--- src/rtl/apv_pkg.sv ---
// constants for the auxiliary pin and video path register bank
package apv_pkg;

  // ******************************************************************
  // register offsets
  // ******************************************************************
  localparam logic [7:0] APV_PIN_PAIR_A_OFS = 8'h10;
  localparam logic [7:0] APV_PIN_PAIR_B_OFS = 8'h11;
  localparam logic [7:0] APV_VIDEO_PATH_OFS = 8'h12;

  // ******************************************************************
  // reset values and writable masks
  // ******************************************************************
  localparam logic [7:0] APV_PIN_PAIR_RST = 8'h00;
  localparam logic [7:0] APV_VIDEO_PATH_RST = 8'h00;
  localparam logic [7:0] APV_PIN_PAIR_MASK = 8'hbb;
  localparam logic [7:0] APV_VIDEO_PATH_MASK = 8'h7f;

  // ******************************************************************
  // pin pair field positions
  // ******************************************************************
  localparam int APV_LO_MODE_LSB = 0;
  localparam int APV_LO_VAL_BIT = 3;
  localparam int APV_HI_MODE_LSB = 4;
  localparam int APV_HI_VAL_BIT = 7;

  // ******************************************************************
  // video path field positions
  // ******************************************************************
  localparam int APV_PASSTHRU_BIT = 6;
  localparam int APV_VALID_POL_BIT = 5;
  localparam int APV_AUDIO_REGEN_BIT = 4;
  localparam int APV_CH2_OVERRIDE_BIT = 3;
  localparam int APV_COLOUR18_BIT = 2;
  localparam int APV_TRANSPORT_BIT = 1;
  localparam int APV_CH2_ENABLE_BIT = 0;

  // ******************************************************************
  // pin modes
  // ******************************************************************
  typedef enum logic [1:0] {
    APV_MODE_FUNC_IN = 2'b00,
    APV_MODE_GP_OUT = 2'b01,
    APV_MODE_HIZ = 2'b10,
    APV_MODE_GP_IN = 2'b11
  } apv_pin_mode_t;

endpackage

--- src/rtl/apv_pin_cell.sv ---
// one auxiliary pin: mode decode and registered pad control
`timescale 1ns/100ps
`default_nettype none
module apv_pin_cell
  import apv_pkg::*;
(
  input wire logic ref_clk_i,
  input wire logic nrst_i,
  input wire logic [1:0] mode_i,
  input wire logic value_i,
  input wire logic pad_in_i,
  output logic pad_out_o,
  output logic pad_oe_n_o,
  output logic func_in_o,
  output logic gp_in_o
);

  logic pad_out_d, pad_out_q;
  logic pad_oe_n_d, pad_oe_n_q;
  logic func_in_d, func_in_q;
  logic gp_in_d, gp_in_q;

  always_comb begin
    pad_out_d = 1'b0;
    pad_oe_n_d = 1'b1;
    func_in_d = 1'b0;
    gp_in_d = gp_in_q;
    unique case (apv_pin_mode_t'(mode_i))
      APV_MODE_FUNC_IN: begin
        func_in_d = pad_in_i;
      end
      APV_MODE_GP_OUT: begin
        pad_out_d = value_i;
        pad_oe_n_d = 1'b0;
      end
      APV_MODE_HIZ: begin
        pad_oe_n_d = 1'b1;
      end
      APV_MODE_GP_IN: begin
        gp_in_d = pad_in_i;
      end
    endcase
  end

  always_ff @(posedge ref_clk_i or negedge nrst_i) begin
    if (!nrst_i) begin
      pad_out_q <= 1'b0;
      pad_oe_n_q <= 1'b1;
      func_in_q <= 1'b0;
      gp_in_q <= 1'b0;
    end else begin
      pad_out_q <= pad_out_d;
      pad_oe_n_q <= pad_oe_n_d;
      func_in_q <= func_in_d;
      gp_in_q <= gp_in_d;
    end
  end

  assign pad_out_o = pad_out_q;
  assign pad_oe_n_o = pad_oe_n_q;
  assign func_in_o = func_in_q;
  assign gp_in_o = gp_in_q;

endmodule // apv_pin_cell
`default_nettype wire

--- src/rtl/apv_regs.sv ---
// auxiliary pin configuration and video path control register bank
`timescale 1ns/100ps
`default_nettype none
//
// Contract
// - output-mode pin drives its stored value
// - mode 00 functional input, 10 high impedance
// - mode 01 gp output, 11 gp input
// - pin pairs at 0x10 and 0x11 layout
// - pin fields reset to zero
// - passthrough sends pixels regardless of valid strobe
// - passthrough blocks encryption and packet audio
// - bit 5 selects valid strobe polarity
// - bit 4 selects repeater audio regeneration source
// - override bit gates second audio channel enable
// - bit 2 selects 18 or 24-bit colour
// - bit 0 enables second audio channel
module apv_regs
  import apv_pkg::*;
#(
  parameter int PIX_W = 24,
  parameter int NUM_PINS = 4
) (
  input wire logic ref_clk_i,
  input wire logic nrst_i,
  input wire logic [7:0] reg_addr_i,
  input wire logic reg_wr_i,
  input wire logic reg_rd_i,
  input wire logic [7:0] reg_wdata_i,
  output logic [7:0] reg_rdata_o,
  output logic reg_rvalid_o,
  input wire logic [NUM_PINS-1:0] aux_pin_in_i,
  output logic [NUM_PINS-1:0] aux_pin_out_o,
  output logic [NUM_PINS-1:0] aux_pin_oe_n_o,
  output logic [NUM_PINS-1:0] aux_pin_func_o,
  output logic [NUM_PINS-1:0] aux_pin_gp_in_o,
  input wire logic pixel_valid_strobe_i,
  input wire logic [PIX_W-1:0] pixel_data_i,
  output logic pixel_send_o,
  output logic [PIX_W-1:0] pixel_data_o,
  output logic encrypt_allow_o,
  output logic audio_packet_allow_o,
  output logic audio_regen_sel_o,
  output logic second_audio_channel_en_o,
  output logic colour_18bit_o,
  output logic audio_transport_sel_o
);

  // ******************************************************************
  // register storage
  // ******************************************************************
  logic [7:0] pair_a_d, pair_a_q;
  logic [7:0] pair_b_d, pair_b_q;
  logic [7:0] vpath_d, vpath_q;
  logic [7:0] rdata_d, rdata_q;
  logic rvalid_d, rvalid_q;

  always_comb begin
    pair_a_d = pair_a_q;
    pair_b_d = pair_b_q;
    vpath_d = vpath_q;
    if (reg_wr_i) begin
      unique case (reg_addr_i)
        APV_PIN_PAIR_A_OFS: pair_a_d = reg_wdata_i & APV_PIN_PAIR_MASK;
        APV_PIN_PAIR_B_OFS: pair_b_d = reg_wdata_i & APV_PIN_PAIR_MASK;
        APV_VIDEO_PATH_OFS: vpath_d = reg_wdata_i & APV_VIDEO_PATH_MASK;
        default: ;
      endcase
    end
  end

  always_comb begin
    rvalid_d = reg_rd_i;
    rdata_d = rdata_q;
    if (reg_rd_i) begin
      unique case (reg_addr_i)
        APV_PIN_PAIR_A_OFS: rdata_d = pair_a_q;
        APV_PIN_PAIR_B_OFS: rdata_d = pair_b_q;
        APV_VIDEO_PATH_OFS: rdata_d = vpath_q;
        default: rdata_d = 8'h00;
      endcase
    end
  end

  always_ff @(posedge ref_clk_i or negedge nrst_i) begin
    if (!nrst_i) begin
      pair_a_q <= APV_PIN_PAIR_RST;
      pair_b_q <= APV_PIN_PAIR_RST;
      vpath_q <= APV_VIDEO_PATH_RST;
      rdata_q <= 8'h00;
      rvalid_q <= 1'b0;
    end else begin
      pair_a_q <= pair_a_d;
      pair_b_q <= pair_b_d;
      vpath_q <= vpath_d;
      rdata_q <= rdata_d;
      rvalid_q <= rvalid_d;
    end
  end

  assign reg_rdata_o = rdata_q;
  assign reg_rvalid_o = rvalid_q;

  // ******************************************************************
  // pin cells
  // ******************************************************************
  logic [15:0] pin_cfg;
  assign pin_cfg = {pair_b_q, pair_a_q};

  for (genvar p = 0; p < NUM_PINS; p++) begin : g_pin
    localparam int BASE = (p / 2) * 8 + ((p % 2 == 1) ? APV_HI_MODE_LSB : APV_LO_MODE_LSB);
    localparam int VBIT = (p / 2) * 8 + ((p % 2 == 1) ? APV_HI_VAL_BIT : APV_LO_VAL_BIT);
    apv_pin_cell u_cell (
      .ref_clk_i(ref_clk_i),
      .nrst_i(nrst_i),
      .mode_i(pin_cfg[BASE +: 2]),
      .value_i(pin_cfg[VBIT]),
      .pad_in_i(aux_pin_in_i[p]),
      .pad_out_o(aux_pin_out_o[p]),
      .pad_oe_n_o(aux_pin_oe_n_o[p]),
      .func_in_o(aux_pin_func_o[p]),
      .gp_in_o(aux_pin_gp_in_o[p])
    );
  end

  // ******************************************************************
  // video and audio path control
  // ******************************************************************
  logic passthru, valid_active;
  logic send_d, send_q;
  logic [PIX_W-1:0] pix_d, pix_q;
  logic [PIX_W-1:0] colour18_mask;
  logic enc_d, enc_q, aud_d, aud_q;
  logic regen_d, regen_q, ch2_d, ch2_q;
  logic c18_d, c18_q, tsel_d, tsel_q;

  // 18-bit mode clears the two lsbs of each 8-bit colour
  for (genvar b = 0; b < PIX_W; b++) begin : g_mask
    assign colour18_mask[b] = ((b % 8) > 1);
  end

  always_comb begin
    passthru = vpath_q[APV_PASSTHRU_BIT];
    valid_active = pixel_valid_strobe_i ^ vpath_q[APV_VALID_POL_BIT];
    send_d = passthru | valid_active;
    c18_d = vpath_q[APV_COLOUR18_BIT];
    pix_d = send_d ? (c18_d ? (pixel_data_i & colour18_mask) : pixel_data_i) : '0;
    enc_d = ~passthru;
    aud_d = ~passthru;
    regen_d = vpath_q[APV_AUDIO_REGEN_BIT];
    ch2_d = vpath_q[APV_CH2_OVERRIDE_BIT] & vpath_q[APV_CH2_ENABLE_BIT];
    tsel_d = vpath_q[APV_TRANSPORT_BIT];
  end

  always_ff @(posedge ref_clk_i or negedge nrst_i) begin
    if (!nrst_i) begin
      send_q <= 1'b0;
      pix_q <= '0;
      enc_q <= 1'b1;
      aud_q <= 1'b1;
      regen_q <= 1'b0;
      ch2_q <= 1'b0;
      c18_q <= 1'b0;
      tsel_q <= 1'b0;
    end else begin
      send_q <= send_d;
      pix_q <= pix_d;
      enc_q <= enc_d;
      aud_q <= aud_d;
      regen_q <= regen_d;
      ch2_q <= ch2_d;
      c18_q <= c18_d;
      tsel_q <= tsel_d;
    end
  end

  assign pixel_send_o = send_q;
  assign pixel_data_o = pix_q;
  assign encrypt_allow_o = enc_q;
  assign audio_packet_allow_o = aud_q;
  assign audio_regen_sel_o = regen_q;
  assign second_audio_channel_en_o = ch2_q;
  assign colour_18bit_o = c18_q;
  assign audio_transport_sel_o = tsel_q;

endmodule // apv_regs
`default_nettype wire

--- config.mk ---
export PLATFORM = sky130hd
export DESIGN_NAME = apv_regs
export DESIGN_NICKNAME = d
export VERILOG_FILES = /design/src/rtl/apv_pkg.sv /design/src/rtl/apv_pin_cell.sv /design/src/rtl/apv_regs.sv
export SDC_FILE = /design/constraint.sdc
export NUM_CORES = 1
export LEC_CHECK = 0
export BUFFER_PORTS_ARGS = -buffer_cell sky130_fd_sc_hd__buf_2
export CORE_MARGIN = 5
export CORE_UTILIZATION = 40
export DETAILED_ROUTE_END_ITERATION = 10
export HOLD_SLACK_MARGIN = 0.06
export PLACE_DENSITY = 0.7
export RECOVER_POWER = 50
export SYNTH_ARGS = -nofsm -noshare
export SYNTH_HDL_FRONTEND = slang
export SYNTH_SLANG_ARGS = --single-unit
--- constraint.sdc ---
create_clock -name ref_clk_i -period 1.3 [get_ports ref_clk_i]
set_input_delay 0.065 -clock ref_clk_i [delete_from_list [all_inputs] [get_ports ref_clk_i]]
set_output_delay 0.065 -clock ref_clk_i [all_outputs]
set_load 0.01 [all_outputs]
Yosys cells after proc, flatten, opt, wreduce, memory -nomap -nowiden
Index checks and enable logic that the tools add are counted.
{"block": "word_totals", "ff_bits": 74, "latchBits": 0, "ram_bits": 0, "mem_bits_ro": 0, "in_bits": 49, "out_inout_bits": 56, "elab_cells": 65, "mem_count": 0}
{"block": "op_classes", "n_addsub": 0, "multipliers": 0, "div": 0, "n_lt_le_gt_ge": 0, "n_eq_ne": 11, "shifts": 0, "mux": 15, "n_bitwise": 4, "reduce_logical": 7}
{"cell": "equality test 8 x 5 -> 1 bit, second input constant", "n": 3}
{"cell": "two-way mux 24 bit", "n": 1}
{"cell": "one-hot mux 8 bit (3 select lines)", "n": 1}
{"cell": "two-way mux 18 bit", "n": 1}
{"cell": "two-way mux 1 bit", "n": 12}
{"cell": "equality test 2 x 1 -> 1 bit, second input constant", "n": 4}
{"cell": "equality test 2 bit, second input constant", "n": 4}
{"cell": "logical NOT 2 bit", "n": 4}
{"cell": "AND reduction 2 bit", "n": 3}
{"cell": "bitwise AND 1 bit", "n": 1}
{"cell": "NOT 1 bit", "n": 1}
{"cell": "OR 1 bit", "n": 1}
{"cell": "XOR 1 bit", "n": 1}

Depth between registers and ports, before layout
{"block": "depth", "ltp_word": 3, "mapped_depth": 5, "depth_no_buf": 3}

By module
A second synthesis with hierarchy kept.
{"block": "unflattened", "cells_unflattened": 195, "area_unflattened_um2": 2767.7}
{"module": "apv_regs", "instances": 1, "cells_each": 155, "area_per_inst_um2": 2217.1, "seq_area_each_um2": 1452.6}
{"module": "apv_pin_cell", "instances": 4, "cells_each": 10, "area_per_inst_um2": 137.6, "seq_area_each_um2": 101.3}

Worst setup path after synthesis
No wires, ideal clock.
{"block": "synth_path", "kind": "register to register", "startpoint": "reg vpath_q[5]", "endpoint": "reg pix_q[0], in the netlist pixel_data_o[0]", "t_arrival_ps": 1158, "setup_slack_ps": 7, "path_stages_with_launch": 5, "path_buffers": 1, "cell_sequence": "dfrtp_1 -> xor2_1 -> nor2_1 -> clkbuf_1 -> nor3b_1"}
{"block": "synth_via", "elab_chain_cells": 3}
{"item": "from (decl)", "line_no": "apv_regs.sv:54", "text": "logic [7:0] vpath_d, vpath_q;"}
{"item": "from (signal assigned)", "line_no": "apv_regs.sv:95", "text": "vpath_q <= vpath_d;"}
{"item": "XOR 1 bit", "line_no": "apv_regs.sv:144", "text": "valid_active = pixel_valid_strobe_i ^ vpath_q[APV_VALID_POL_BIT];"}
{"item": "OR 1 bit", "line_no": "apv_regs.sv:145", "text": "send_d = passthru | valid_active;"}
{"item": "two-way mux 24 bit", "line_no": "apv_regs.sv:147", "text": "pix_d = send_d ? (c18_d ? (pixel_data_i & colour18_mask) : pixel_data_i) : '0;"}
{"item": "via pix_d[0]", "line_no": "apv_regs.sv:131", "text": "logic [PIX_W-1:0] pix_d, pix_q;"}
{"item": "to (signal assigned)", "line_no": "apv_regs.sv:167", "text": "pix_q <= pix_d;"}
{"item": "to (decl)", "line_no": "apv_regs.sv:131"}
The timed path passes the listed nets, and every way through them passes these cells.
A chain may end at the register's enable or synchronous reset.

Worst setup path in the final report
{"block": "layout_path", "startpoint": "reg vpath_q[5]", "endpoint": "reg pix_q[9], in the netlist pixel_data_o[9]"}
Same word-level chain as after synthesis.

==> PnR_summary.wiki <==
{| class="wikitable"
! Metric !! Value
|-
| Data arrival, critical path || 1.32 ns
|-
| First-pass GRT wire length || just under 10,000 um
|-
| Clock transition at path regs || roughly 0.070 ns
|-
| Commonest cells after routing, fill and taps aside || 95 x sky130_fd_sc_hd__buf_2, 69 x sky130_fd_sc_hd__dfrtp_1, 38 x sky130_fd_sc_hd__dlygate4sd3_1
|-
| Nature of the critical path endpoint || flip-flop
|-
| Antenna violations before repair || 1
|-
| Input/output buffers || ~100
|-
| Kind of start point of the critical path || flip-flop
|-
| Largest fanout on the critical path || 25
|-
| Count of vias placed by the detailed router || between 2,000 and 2,500
|-
| Final slew viol count || 0
|-
| Slew @ Worst Pin || 0.742 ns
|-
| Die area || 8890 um^2
|-
| Layout overhead on the synthesized area || 39.1%
|-
| Final estimated routing congestion in global placement || 0.689
|-
| Effective utilization at floorplan || 0.413
|-
| Syn. warnings || 0
|-
| Post-synth EDFFs || 0
|-
| Share of the core filled with cells in the final layout || 0.575
|-
| Number of gates given a new drive strength after cts || 0
|-
| Layout cell share with drive strength beyond 1 || 0.419
|-
| Placed Instances || 394
|-
| DRT antenna net count || 0
|-
| H-Tree Level Count || 3
|-
| Synthesized-area fraction occupied by ao, oa, aoi and oai cells || 0.0348
|-
| Nets@finish || slightly below 400
|-
| TritonCTS clock tree || built
|-
| Skew final || around 0.0070 ns
|-
| Net count after synthesis || around 260
|-
| Fin cells || around 450
|-
| IO Count || 105
|-
| Min Tclk post-route || 1.08 ns
|-
| Drt first-iter violations || 38
|-
| Fraction of the yosys area taken by sequential cells || 0.654
|-
| Endpoints failing hold || 0
|-
| Setup Viol. Count Final || 0
|-
| Routed WL per cell || about 14 um
|-
| Residual DRC count || 0
|-
| Run status || complete, no violations
|-
| Synthesized cell area || approximately 2800 um^2
|-
| Area inside the core boundary || approximately 6900 um^2
|-
| Power after layout || 0.00454 W
|-
| Number of setup buffers added after CTS || 0
|-
| Final period util || 0.831
|-
| Number of buffers created by CTS || 9
|-
| Drt via density || approximately 4.5
|-
| Power per Cell Area || roughly 1100 nW/um^2
|-
| XOR/XNOR Fraction of Synth Area || 0.00308
|-
| Sinks on the clock net || 74
|-
| Required time reported for the critical path endpoint || between 1.5 and 2 ns
|-
| Static Leak || roughly 2 nW
|-
| Max Cap Violations || 0
|-
| Multiplexer share of the synthesized area || 0.112
|-
| Final HPWL from detailed placement || approximately 4500 um
|-
| Clk_lat worst skew || about 0.33 ns
|-
| Die Width || roughly 94 um
|-
| Global route overflow || 0
|-
| Type of the setup path with the least slack || flip-flop to flip-flop
|-
| Synth unique cells || 23
|-
| Mean instance size in the synthesized netlist || 13.5 um^2
|-
| Dominant combinational cell family by area after synthesis || simple AND/OR/NAND/NOR gates
|-
| Most frequently used flop master after synthesis || sky130_fd_sc_hd__dfrtp_1
|-
| Maximum clock frequency || between 0.9 and 1 GHz
|-
| Routed wire length || around 6100 um
|-
| Placement Rows || 30
|-
| Proportion of register bits with asynchronous set or reset after synthesis || 1.00
|-
| Largest net degree at the start of global routing || 30
|-
| Worst hold-check path type || input port to flip-flop
|-
| Slew margin rel. || 0.505
|-
| Max rail drop VDD || approximately 0.67 mV
|-
| Number of hold buffers added after CTS || 38
|-
| Commonest non-fill, non-tap cell in the layout || sky130_fd_sc_hd__buf_2
|-
| Y dimension of the die || roughly 94 um
|-
| Number of detailed-routing iterations run before antenna repair || 3
|-
| Post-synthesis share of cell area spent on and, or, nand and nor gates || 0.123
|-
| Vias in the first global route || 2,086
|-
| GRT Total Usage || 0.149
|-
| Flops & latches, synth || between 70 and 80
|-
| Clk root buf || sky130_fd_sc_hd__clkbuf_8
|-
| Post-Syn Instances || 210
|-
| Adder-cell area share of the yosys netlist || 0
|-
| Worst hold slack || 0.209 ns
|-
| Clock Path Buffers || 2
|-
| Unrepaired setup endpoints after global routing || no
|}
[path summary, 6_finish.rpt]
kind / cells after the start / slack, ns / to / from
max: 4 / 0.22 / pixel_data_o[9] / vpath_q[5]
min: 5 / 0.21 / reg_rdata_o[2] / reg_addr_i[2]
max reg2reg: 4 / 0.22 / pixel_data_o[9] / vpath_q[5]
min reg2reg: 0 / 0.41 / audio_transport_sel_o / vpath_q[1]
max in group asynchronous: 3 / 0.24 / audio_transport_sel_o / nrst_i
min in group asynchronous: 2 / 0.33 / g_pin[2].u_cell.func_in_o / nrst_i
[worst max-delay path, cell delays in order, from the launching register on]
cell and delay, ns:
sky130_fd_sc_hd__dfrtp_1 0.41, sky130_fd_sc_hd__xor2_1 0.19, sky130_fd_sc_hd__nor2_2 0.07, sky130_fd_sc_hd__buf_12 0.15
sky130_fd_sc_hd__nor3b_1 0.18
[cell usage after synthesis (all sizes together) (4+ instances only)]
cell     count  share of area
dfrtp       69           0.61
mux2        23          0.091
buf         21          0.052
nor2b       21          0.046
inv         13          0.017
nor3b       10          0.026
nor2         8          0.011
o22ai        7          0.015
mux2i        6          0.021
nand2        6         0.0079
a2bb2oi      5          0.015
dfstp        5          0.046
nand2b       4         0.0088
[sequential cells by signal, indices dropped and copies added (netlist names)]
signal / count
audio_packet_allow_o: 1
audio_regen_sel_o: 1
audio_transport_sel_o: 1
colour_18bit_o: 1
g_pin.u_cell.func_in_o: 4
g_pin.u_cell.gp_in_o: 4
g_pin.u_cell.pad_oe_n_o: 4
g_pin.u_cell.pad_out_o: 4
pair_a_q: 6
pair_b_q: 6
pixel_data_o: 24
pixel_send_o: 1
reg_rdata_o: 8
reg_rvalid_o: 1
second_audio_channel_en_o: 1
vpath_q: 7
[per-layer routing]
metal | global-route usage | vias to the layer above | part of all wire
met2 | 0.262 | 57 | 0.53
met5 | 0 | - | 0
met1 | 0.159 | 975 | 0.38
met3 | 0.0433 | 12 | 0.064
li1 | - | 960 | -
met4 | 0.0830 | 0 | 0.027
[metrics by stage]
stage	worst slack, ns	setup TNS, ns	instance area, um^2
floorplan	0.00723	0	2840
global placement	0.0237	0	3410
detailed placement	-0.0353	-0.222	3410
CTS	0.202	0	3960
global route	0.0788	0	3950
finish	0.220	0	3950
[final cells by class]
class | count | area (um^2)
Antenna cell | 1 | 2.50
Clock buffer | 15 | 166
Fill cell | 635 | 2920
Inverter | 13 | 48.8
Multi-Input combinational cell | 99 | 778
Sequential cell | 74 | 1860
Tap cell | 96 | 120
Timing Repair Buffer | 150 | 976
[power breakdown]
group	switching [W]	total, W	internal [W]
Sequential	0.0000527	0.00248	0.00242
Clock	0.000722	0.00151	0.000791
Combinational	0.000259	0.000551	0.000292
[kinds of logic after synthesis]
kind of cell,after synthesis
xor+xnor,1
flops,74
compound gates,13
mux,29
buf+inv,37
simple gates,56
No activity file was read; power rests on OpenSTA's default activity.
